### src/gpio_pkg.sv
package gpio_pkg;

  // Register byte offsets on the plain register port.
  localparam logic [5:0] OFF_CONFIG_LOW  = 6'h00;
  localparam logic [5:0] OFF_CONFIG_HIGH = 6'h04;
  localparam logic [5:0] OFF_INPUT_DATA  = 6'h08;
  localparam logic [5:0] OFF_OUTPUT_DATA = 6'h0C;
  localparam logic [5:0] OFF_CONFIG_LOCK = 6'h18;
  localparam logic [5:0] OFF_OD_PULL     = 6'h1C;
  localparam logic [5:0] OFF_ALT_LOW     = 6'h20;
  localparam logic [5:0] OFF_ALT_HIGH    = 6'h24;

  // Pin count, lock key bit position and pull control field positions.
  localparam int NUM_PINS      = 16;
  localparam int LOCK_KEY_BIT  = 16;
  localparam int PULL_SEL_LSB  = 16;

  // Reset value of the low configuration word: every pin a floating input.
  localparam logic [31:0] CONFIG_RESET     = 32'h4444_4444;
  // Debug clock pin is pin 14 and debug data pin is pin 13 (high word).
  localparam int DEBUG_CLOCK_PIN = 14;
  localparam int DEBUG_DATA_PIN  = 13;
  // Input pull-up/pull-down code (config 10, direction 00) for the debug pins.
  localparam logic [3:0]  NIBBLE_PULL      = 4'h8;
  // Pins 13 and 14 take the pulled code; pins 8 to 12 and 15 stay floating inputs.
  localparam logic [31:0] CONFIG_HIGH_RESET = 32'h4884_4444;
  // Output data reset: debug data pin pulled up, debug clock pin pulled down.
  localparam logic [15:0] OUTPUT_RESET     = 16'h2000;
  // Registered pad controls after reset, matching the decoded reset configuration.
  localparam logic [15:0] PAD_IN_EN_RESET  = 16'hFFFF;
  localparam logic [15:0] PULL_EN_RESET    = 16'h6000;
  localparam logic [15:0] PULL_UP_RESET    = 16'h2000;

  // Lock sequence progress.
  typedef enum logic [1:0] {
    LK_IDLE  = 2'b00,
    LK_ONE   = 2'b01,
    LK_ZERO  = 2'b10,
    LK_DONE  = 2'b11
  } lock_state_t;

  // Register request travelling together.
  typedef struct packed {
    logic [5:0]  addr;
    logic [31:0] wdata;
    logic        wr;
    logic        rd;
  } reg_req_t;

  // Per-pin pad controls.
  typedef struct packed {
    logic oe;
    logic out;
    logic pull_en;
    logic pull_up;
    logic in_en;
  } pad_ctrl_t;

endpackage

### src/gpio_pin_config_lock.sv
// Our own choices: the register offsets and strobed register access.
`timescale 1ns/10ps
// Notes on behaviour
// - Direction zero makes an input; config 00 analog, 01 floating, 10 pulled.
// - Non-zero direction makes an output; config then picks the output type.
// - Pulled input applies pull-up when the output data bit is 1.
// - Pulled input applies pull-down when the output data bit is 0.
// - Output with config 00 is general push-pull.
// - Output with config 01 is general open-drain.
// - Output with config 10 is alternate push-pull.
// - Output with config 11 is alternate open-drain.
// - Open-drain pull control acts only in open-drain output modes.
// - A 4-bit alternate select per pin picks the driving peripheral.
// - During and after reset every pin except the two debug pins is a floating input.
// - Debug clock pin resets pulled down, debug data pin pulled up.
// - General output drives each pin from its output data bit.
// - Pins are sampled into input data every clock; reads return it.
// - Inputs have the driver off; floating and pulled inputs have the input path on.
// - Outputs enable the driver except open-drain at 1; push-pull outputs have no pulls.
// - Open-drain drives low for 0 and floats for 1.
// - Push-pull drives low for 0 and high for 1.
// - Output data reads return the last written value.
// - Alternate output drives the pin from the selected peripheral.
// - Bidirectional alternate keeps the input path floating unless an open-drain pull is enabled.
// - After lock the key bit reads 1 and lock writes are ignored.
// - Each lock bit freezes its pin's four configuration bits.
// - Unlocked pins and registers other than the lock register stay writable after lock.
module gpio_pin_config_lock
  import gpio_pkg::*;
#(
  parameter int PINS = 16,
  parameter int ALT_FUNCS = 16
)
(
  // Clock and reset.
  input  wire logic                      clk,
  input  wire logic                      rstn,
  // Register port.
  input  wire gpio_pkg::reg_req_t        req,
  output logic [31:0]                    rdata,
  // Pads.
  input  wire logic [PINS-1:0]           pad_in,
  output logic [PINS-1:0]                pad_out,
  output logic [PINS-1:0]                pad_oe,
  output logic [PINS-1:0]                pad_pull_en,
  output logic [PINS-1:0]                pad_pull_up,
  output logic [PINS-1:0]                pad_in_en,
  // Peripheral signals.
  input  wire logic [ALT_FUNCS*PINS-1:0] periph_out,
  output logic [PINS-1:0]                periph_in
);

  typedef struct packed {
    logic [31:0]     cfg_lo;
    logic [31:0]     cfg_hi;
    logic [15:0]     odata;
    logic [15:0]     idata;
    logic [31:0]     pull;
    logic [31:0]     alt_lo;
    logic [31:0]     alt_hi;
    logic [31:0]     rdata;
    logic [15:0]     out;
    logic [15:0]     oe;
    logic [15:0]     pen;
    logic [15:0]     pup;
    logic [15:0]     ien;
    logic [15:0]     pin;
  } top_regs_t;

  top_regs_t s_reg;
  top_regs_t s_next;

  logic             locked;
  logic [15:0]      lock_mask;
  pad_ctrl_t [15:0] pads;
  logic [15:0]      alt_drive;

  // Merge a written word into a config word, keeping locked nibbles.
  function automatic logic [31:0] merge_cfg(input logic [31:0] old,
                                            input logic [31:0] wd,
                                            input logic [7:0]  frz);
    logic [31:0] r;
    r = wd;
    for (int i = 0; i < 8; i++)
      if (frz[i])
        r[i*4 +: 4] = old[i*4 +: 4];
    return r;
  endfunction

  // Lock key tracker.
  gpio_lock_seq u_lock (
    .clk    (clk),
    .rstn   (rstn),
    .wr     (req.wr && req.addr == OFF_CONFIG_LOCK),
    .wdata  (req.wdata[16:0]),
    .locked (locked),
    .mask   (lock_mask)
  );

  // Per-pin mode decoders and alternate function selection.
  for (genvar p = 0; p < 16; p++)
  begin : g_pin
    logic [3:0] sel;
    logic [3:0] nib;
    assign sel = (p < 8) ? s_reg.alt_lo[(p%8)*4 +: 4] : s_reg.alt_hi[(p%8)*4 +: 4];
    assign nib = (p < 8) ? s_reg.cfg_lo[(p%8)*4 +: 4] : s_reg.cfg_hi[(p%8)*4 +: 4];
    assign alt_drive[p] = periph_out[p*ALT_FUNCS + int'(sel)];
    gpio_pin_mode u_mode (
      .nibble  (nib),
      .out_bit (s_reg.odata[p]),
      .alt_out (alt_drive[p]),
      .pull_en (s_reg.pull[p]),
      .pull_up (s_reg.pull[PULL_SEL_LSB + p]),
      .pad     (pads[p])
    );
  end

  // Register writes, reads and registered pad controls.
  always_comb
  begin
    s_next = s_reg;
    s_next.idata = pad_in[15:0];
    s_next.rdata = 32'h0000_0000;
    if (req.wr)
    begin
      unique case (req.addr)
        OFF_CONFIG_LOW:  s_next.cfg_lo = merge_cfg(s_reg.cfg_lo, req.wdata, lock_mask[7:0]);
        OFF_CONFIG_HIGH: s_next.cfg_hi = merge_cfg(s_reg.cfg_hi, req.wdata, lock_mask[15:8]);
        OFF_OUTPUT_DATA: s_next.odata  = req.wdata[15:0];
        OFF_OD_PULL:     s_next.pull   = req.wdata;
        OFF_ALT_LOW:     s_next.alt_lo = req.wdata;
        OFF_ALT_HIGH:    s_next.alt_hi = req.wdata;
        default:         s_next.odata  = s_reg.odata;
      endcase
    end
    if (req.rd)
    begin
      unique case (req.addr)
        OFF_CONFIG_LOW:  s_next.rdata = s_reg.cfg_lo;
        OFF_CONFIG_HIGH: s_next.rdata = s_reg.cfg_hi;
        OFF_INPUT_DATA:  s_next.rdata = {16'h0000, s_reg.idata};
        OFF_OUTPUT_DATA: s_next.rdata = {16'h0000, s_reg.odata};
        OFF_CONFIG_LOCK: s_next.rdata = {15'h0000, locked, lock_mask};
        OFF_OD_PULL:     s_next.rdata = s_reg.pull;
        OFF_ALT_LOW:     s_next.rdata = s_reg.alt_lo;
        OFF_ALT_HIGH:    s_next.rdata = s_reg.alt_hi;
        default:         s_next.rdata = 32'h0000_0000;     // Unmapped reads return zero.
      endcase
    end
    for (int p = 0; p < 16; p++)
    begin
      s_next.out[p] = pads[p].out;
      s_next.oe[p]  = pads[p].oe;
      s_next.pen[p] = pads[p].pull_en;
      s_next.pup[p] = pads[p].pull_up;
      s_next.ien[p] = pads[p].in_en;
      s_next.pin[p] = pad_in[p] & pads[p].in_en;
    end
  end

  // Reset leaves all pins floating except the two debug pins, which pull.
  always_ff @(posedge clk)
  begin
    if (!rstn)
    begin
      s_reg        <= '0;
      s_reg.cfg_lo <= CONFIG_RESET;
      s_reg.cfg_hi <= CONFIG_HIGH_RESET;
      s_reg.odata  <= OUTPUT_RESET;
      s_reg.ien    <= PAD_IN_EN_RESET;
      s_reg.pen    <= PULL_EN_RESET;
      s_reg.pup    <= PULL_UP_RESET;
    end
    else
      s_reg <= s_next;
  end

  // Outputs come straight from the state flip-flops.
  assign rdata       = s_reg.rdata;
  assign pad_out     = s_reg.out;
  assign pad_oe      = s_reg.oe;
  assign pad_pull_en = s_reg.pen;
  assign pad_pull_up = s_reg.pup;
  assign pad_in_en   = s_reg.ien;
  assign periph_in   = s_reg.pin;

  a_input_no_drive: assert property (@(posedge clk) disable iff (!rstn)
    (s_reg.cfg_lo[1:0] == 2'b00) |=> !pad_oe[0]) else $error("input pin driven");
  a_pull_follows: assert property (@(posedge clk) disable iff (!rstn)
    (s_reg.cfg_lo[3:0] == 4'h8) |=> pad_pull_en[0] && pad_pull_up[0] == $past(s_reg.odata[0]))
    else $error("pull mismatch");
  a_pp_drive: assert property (@(posedge clk) disable iff (!rstn)
    (s_reg.cfg_lo[3:0] == 4'h1) |=> pad_oe[0] && pad_out[0] == $past(s_reg.odata[0]) && !pad_pull_en[0])
    else $error("push-pull wrong");
  a_od_drive: assert property (@(posedge clk) disable iff (!rstn)
    (s_reg.cfg_lo[3:0] == 4'h5) |=> pad_oe[0] == !$past(s_reg.odata[0]))
    else $error("open-drain wrong");
  a_locked_nibble: assert property (@(posedge clk) disable iff (!rstn)
    lock_mask[0] |=> $stable(s_reg.cfg_lo[3:0])) else $error("locked nibble changed");
  a_idata_sample: assert property (@(posedge clk) disable iff (!rstn)
    rstn |=> s_reg.idata == $past(pad_in[15:0])) else $error("input not sampled");
  a_odata_read: assert property (@(posedge clk) disable iff (!rstn)
    (req.rd && req.addr == OFF_OUTPUT_DATA) |=> rdata[15:0] == $past(s_reg.odata))
    else $error("output data readback wrong");

  // Reset must leave no driver on and every digital input path open.
  a_reset_floating: assert property (@(posedge clk)
    !rstn |=> pad_oe == 16'h0000 && pad_in_en == PAD_IN_EN_RESET && pad_pull_en == PULL_EN_RESET)
    else $error("reset pad state wrong");
  // Alternate outputs follow the selected peripheral, not the output data bit.
  a_alt_drive: assert property (@(posedge clk) disable iff (!rstn)
    (s_reg.cfg_lo[3] && s_reg.cfg_lo[1:0] != 2'b00) |=> pad_out[0] == $past(alt_drive[0]))
    else $error("alternate output wrong");
  // Push-pull outputs never carry a weak pull, whatever the pull register holds.
  a_pp_no_pull: assert property (@(posedge clk) disable iff (!rstn)
    (!s_reg.cfg_lo[2] && s_reg.cfg_lo[1:0] != 2'b00) |=> !pad_pull_en[0])
    else $error("push-pull pull on");
  // Open-drain outputs take enable and direction from the pull register.
  a_od_pull: assert property (@(posedge clk) disable iff (!rstn)
    (s_reg.cfg_lo[2] && s_reg.cfg_lo[1:0] != 2'b00) |=>
    pad_pull_en[0] == $past(s_reg.pull[0]) && pad_pull_up[0] == $past(s_reg.pull[PULL_SEL_LSB]))
    else $error("open-drain pull wrong");
  // Once locked, the key bit reads back as one.
  a_lock_readback: assert property (@(posedge clk) disable iff (!rstn)
    (req.rd && req.addr == OFF_CONFIG_LOCK && locked) |=> rdata[16])
    else $error("lock bit not read back");
  // A pin outside the lock mask must still accept new configuration.
  a_unlocked_write: assert property (@(posedge clk) disable iff (!rstn)
    (req.wr && req.addr == OFF_CONFIG_LOW && !lock_mask[1]) |=>
    s_reg.cfg_lo[7:4] == $past(req.wdata[7:4]))
    else $error("unlocked nibble not written");

endmodule

### src/gpio_pin_mode.sv
`timescale 1ns/10ps
// Decodes one pin's configuration nibble into pad controls.
module gpio_pin_mode
  import gpio_pkg::*;
(
  // Pin configuration.
  input  wire logic [3:0] nibble,
  input  wire logic       out_bit,
  input  wire logic       alt_out,
  input  wire logic       pull_en,
  input  wire logic       pull_up,
  // Pad controls.
  output pad_ctrl_t       pad
);

  logic [1:0] dir;
  logic [1:0] cfg;
  logic       od;
  logic       drive;

  // Direction in the low two bits, configuration in the high two bits.
  always_comb
  begin
    dir   = nibble[1:0];
    cfg   = nibble[3:2];
    od    = cfg[0];
    drive = cfg[1] ? alt_out : out_bit;
    pad   = '0;
    pad.in_en = 1'b1;
    if (dir == 2'b00)
    begin
      pad.oe = 1'b0;
      if (cfg == 2'b00)
        pad.in_en = 1'b0;               // Analog input leaves the digital path off.
      else if (cfg == 2'b10)
      begin
        pad.pull_en = 1'b1;
        pad.pull_up = out_bit;
      end
    end
    else
    begin
      // Open drain only pulls low; push-pull drives both levels.
      pad.out = drive;
      pad.oe  = od ? ~drive : 1'b1;
      if (od)
      begin
        pad.pull_en = pull_en;
        pad.pull_up = pull_up;
      end
    end
  end

endmodule

### src/gpio_lock_seq.sv
`timescale 1ns/10ps
// Tracks the three-write lock key and holds the frozen pin mask.
module gpio_lock_seq
  import gpio_pkg::*;
(
  // Clock and reset.
  input  wire logic        clk,
  input  wire logic        rstn,
  // Lock register write.
  input  wire logic        wr,
  input  wire logic [16:0] wdata,
  // Lock state.
  output logic             locked,
  output logic [15:0]      mask
);

  typedef struct packed {
    lock_state_t st;
    logic [15:0] key;
    logic [15:0] mask;
  } lock_regs_t;

  lock_regs_t s_reg;
  lock_regs_t s_next;

  // Any write off the 1-0-1 pattern or with another mask restarts the key.
  always_comb
  begin
    s_next = s_reg;
    if (wr && s_reg.st != LK_DONE)
    begin
      unique case (s_reg.st)
        LK_IDLE:
        begin
          if (wdata[16])
          begin
            s_next.st  = LK_ONE;
            s_next.key = wdata[15:0];
          end
        end
        LK_ONE:
          s_next.st = (!wdata[16] && wdata[15:0] == s_reg.key) ? LK_ZERO : LK_IDLE;
        LK_ZERO:
        begin
          if (wdata[16] && wdata[15:0] == s_reg.key)
          begin
            s_next.st   = LK_DONE;
            s_next.mask = s_reg.key;
          end
          else
            s_next.st = LK_IDLE;
        end
        LK_DONE: s_next.st = LK_DONE;
      endcase
    end
  end

  always_ff @(posedge clk)
  begin
    if (!rstn)
      s_reg <= '0;
    else
      s_reg <= s_next;
  end

  assign locked = (s_reg.st == LK_DONE);
  assign mask   = s_reg.mask;

  a_lock_sticky: assert property (@(posedge clk) disable iff (!rstn)
    locked |=> locked) else $error("lock released without reset");
  a_mask_frozen: assert property (@(posedge clk) disable iff (!rstn)
    locked |=> $stable(mask)) else $error("lock mask changed");
  a_abandon_seq: assert property (@(posedge clk) disable iff (!rstn)
    (s_reg.st == LK_ONE && wr && wdata[15:0] != s_reg.key) |=> s_reg.st == LK_IDLE)
    else $error("bad key write kept sequence");

endmodule

### config.mk
export PLATFORM = sky130hd
export DESIGN_NAME = gpio_pin_config_lock
export DESIGN_NICKNAME = d
export VERILOG_FILES = /design/src/gpio_pkg.sv /design/src/gpio_pin_config_lock.sv /design/src/gpio_pin_mode.sv /design/src/gpio_lock_seq.sv
export SDC_FILE = /design/constraint.sdc
export NUM_CORES = 1
export LEC_CHECK = 0
export ABC_AREA = 1
export BUFFER_PORTS_ARGS = -buffer_cell sky130_fd_sc_hd__buf_2
export CORE_UTILIZATION = 57
export CTS_CLUSTER_SIZE = 14
export DETAILED_ROUTE_END_ITERATION = 8
export GPL_TIMING_DRIVEN = 0
export PLACE_DENSITY = 0.93
export RECOVER_POWER = 100
export SKIP_CTS_REPAIR_TIMING = 1
export SYNTH_ARGS = -nofsm -noshare
export SYNTH_HDL_FRONTEND = slang
export SYNTH_SLANG_ARGS = --single-unit
### constraint.sdc
create_clock -name clk -period 4.95 [get_ports clk]
set_clock_uncertainty 0.2 [all_clocks]
set_input_delay 0.495 -clock clk [delete_from_list [all_inputs] [get_ports clk]]
set_output_delay 0.495 -clock clk [all_outputs]
set_load 0.01 [all_outputs]
==> run summary <==
Run status = finished, violations left
Failing checks = negative hold slack
CTS tree = done
Die X = 173 um
Startpoint type of the worst setup path = primary input
Via count = 19,488
RePlAce Congestion = 1.05
Period utilisation layout = 78.3%
Share of cells above drive strength 1 = 17.5%
Total leakage power = 9.39 nW
Die Ht = 173 um
Seq cells post-synth = 354
Clock Tree Root = clkbuf_16
Area growth, synth to finish = 22.9%
R2r worst-path depth = 9
Antenna-violating nets left = 0
Clock slew at reported path FFs = 0.06 ns
Largest net degree at the start of global routing = 15
Drt pass-1 iters = 9
Max Root-Sink Buffers = 3
Unrepaired setup endpoints after global routing = no
Via/cell ratio = 5.85
CTS H-tree lvls = 2
Worst-path fanout max = 10
Hold path endpoint = s_reg[231]$_SDFF_PN0_
Rows = 62
Antenna violations before repair = 1
Post-synthesis cell count = 2,441
Dpl ws = 1.82 ns
Least-Margin Pin Slew = 1.08 ns
Most Crowded Layer GR = met2
Drc violations = 0
Max-cap viol count = 0
Max Fclk = 258 MHz
Post-Place Cells = 3,263
Worst flop-to-flop path endpoint = pad_out[3]$_SDFF_PP0_
CTS Sinks = 354
Slew margin rel. = 28.1%
Clk Latency, worst-skew pair = 0.54 ns
Final hold vios = 6
Antenna diode count = 0
Yosys cell types = 29
CTS Buf Count = 36
RR Startpoint = g_pin[3].sel[0]$_SDFFE_PN0P_
Synthesized area = 16,700 sq um
Final setup violation count = 0
Hold_ws = -0.0254 ns
Non-Filler Instances = 3,334
Met2 Resource Use GR = 75.7%
Commonest non-fill, non-tap cell in the layout = nand2_1
Sequential area share after synthesis = 42.3%
Pwr Total = 6.46 mW
Met3 Track Usage GR = 10.5%
Crit path from = req[35]
CP Capture Type = flip-flop
Fin util = 71.5%
GR Overflow Total = 0
Signal arrival time at the worst endpoint = 4.09 ns
Die ar. = 30,100 sq um
WHS Path Cells = 3
Core ar. = 28,800 sq um
Number of global-route vias before repair = 18,171
Post-Route WL = 71,400 um
Hold/Removal Path Class = in2reg
Detailed Place HPWL = 54,200 um
GRT Resource Usage Total = 45.9%
Global-route wire length before repair = 104,000 um
Synthesized area per cell = 6.86 sq um
Post-DR wirelength/cell = 21.4 um
Final setup TNS = 0 ns
Worst vdd ir = 0.230 mV
Most frequent cells in the layout = nand2_1 (497), dfxtp_1 (354), buf_2 (317), nand3_1 (289), inv_1 (247)
Power Dens Cells = 314 nW/um^2
Post-Syn Nets = 2,755
Met1 Resource Use GR = 53.7%
Crit path kind = in2reg
Worst EP required = 5.16 ns
Io pins = 442
Slew Viols, Final = 0
Starting Density = 58.2%
Placed instance area = 19,400 sq um
Design Area, Final = 20,600 sq um
Ys Warns = 0
R2r setup slk = 2.64 ns
Worst hold start = pad_in[7]
IO buf count = 438
Final setup margin = 1.08 ns
Iteration-0 DRC Markers = 2,352
Nets@finish = 3,236
Tmin final = 3.87 ns
-- synth_stat cells (all sizes together) --
master  instances  area (sq um)
a22oi           1          7.51
o22ai          67           419
buf           154          1090
o31ai           4          30.0
inv           256           961
a32oi           1          8.76
clkinv         23          86.3
dfxtp         354          7090
o211ai          9          67.6
o21ai         209          1050
nand3         289          1450
o311ai          1          8.76
clkbuf         71           267
xor2            4          35.0
and3           14          87.6
nand2         497          1870
a31oi           6          37.5
nand4          12          81.3
nor2          228           901
a21oi         207          1040
nor3           34           170
-- critical path, stage by stage --
cell      delay (ns)
buf_2           0.10
nor2_1          0.36
clkinv_1        0.16
nor2_1          0.73
nand2_1         0.54
nor2_1          0.70
inv_1           0.33
clkbuf_1        0.34
o21ai_0         0.26
a21oi_1         0.06
-- logic make-up (layout without fill, tap and decap cells) --
logic type	after synthesis	in the layout	synth area share, %
AO/OA/AOI/OAI	505	505	15.9
XOR/XNOR	4	4	0.209
buffers and inverters	504	1013	14.4
flip-flops	354	354	42.3
AND/OR/NAND/NOR	1074	1074	27.2
-- layout make-up --
cell class / count / area (sq um)
repair buffers: 443 / 2080
fillers: 2461 / 8210
flip-flops and latches: 354 / 7090
clock inverters: 15 / 305
clock buffers: 51 / 1030
plain buffers: 225 / 1340
inverters: 279 / 1050
multi-input cells: 1583 / 7200
well taps: 384 / 480
-- worst max-delay path by stage --
| stage | cells after the start | endpoint | slack (ns) |
|---|---|---|---|
| finish | 10 | s_reg[255]$_SDFFE_PN0P_ | 1.08 |
| global route | 10 | s_reg[255]$_SDFFE_PN0P_ | 1.22 |
| CTS | 5 | pad_pull_en[6]$_SDFF_PN0_ | 2.36 |
| detailed placement | 5 | pad_pull_en[6]$_SDFF_PN0_ | 1.82 |
| global placement | 5 | pad_pull_en[6]$_SDFF_PN0_ | 1.80 |
| floorplan | 9 | s_reg[255]$_SDFFE_PN0P_ | 3.09 |
-- metal layers --
metal / part of all wire [%] / vias up
met1: 35 / 8790
met4: 7.8 / 0
met5: 0 / -
li1: - / 8824
met2: 45 / 1524
met3: 12 / 350
-- report_power, final --
part	internal, mW	total [mW]	switching, mW
Sequential	2.88	2.89	0.0168
Clock	1.88	3.07	1.19
Combinational	0.179	0.494	0.315
(Power assumes the default switching activity.)
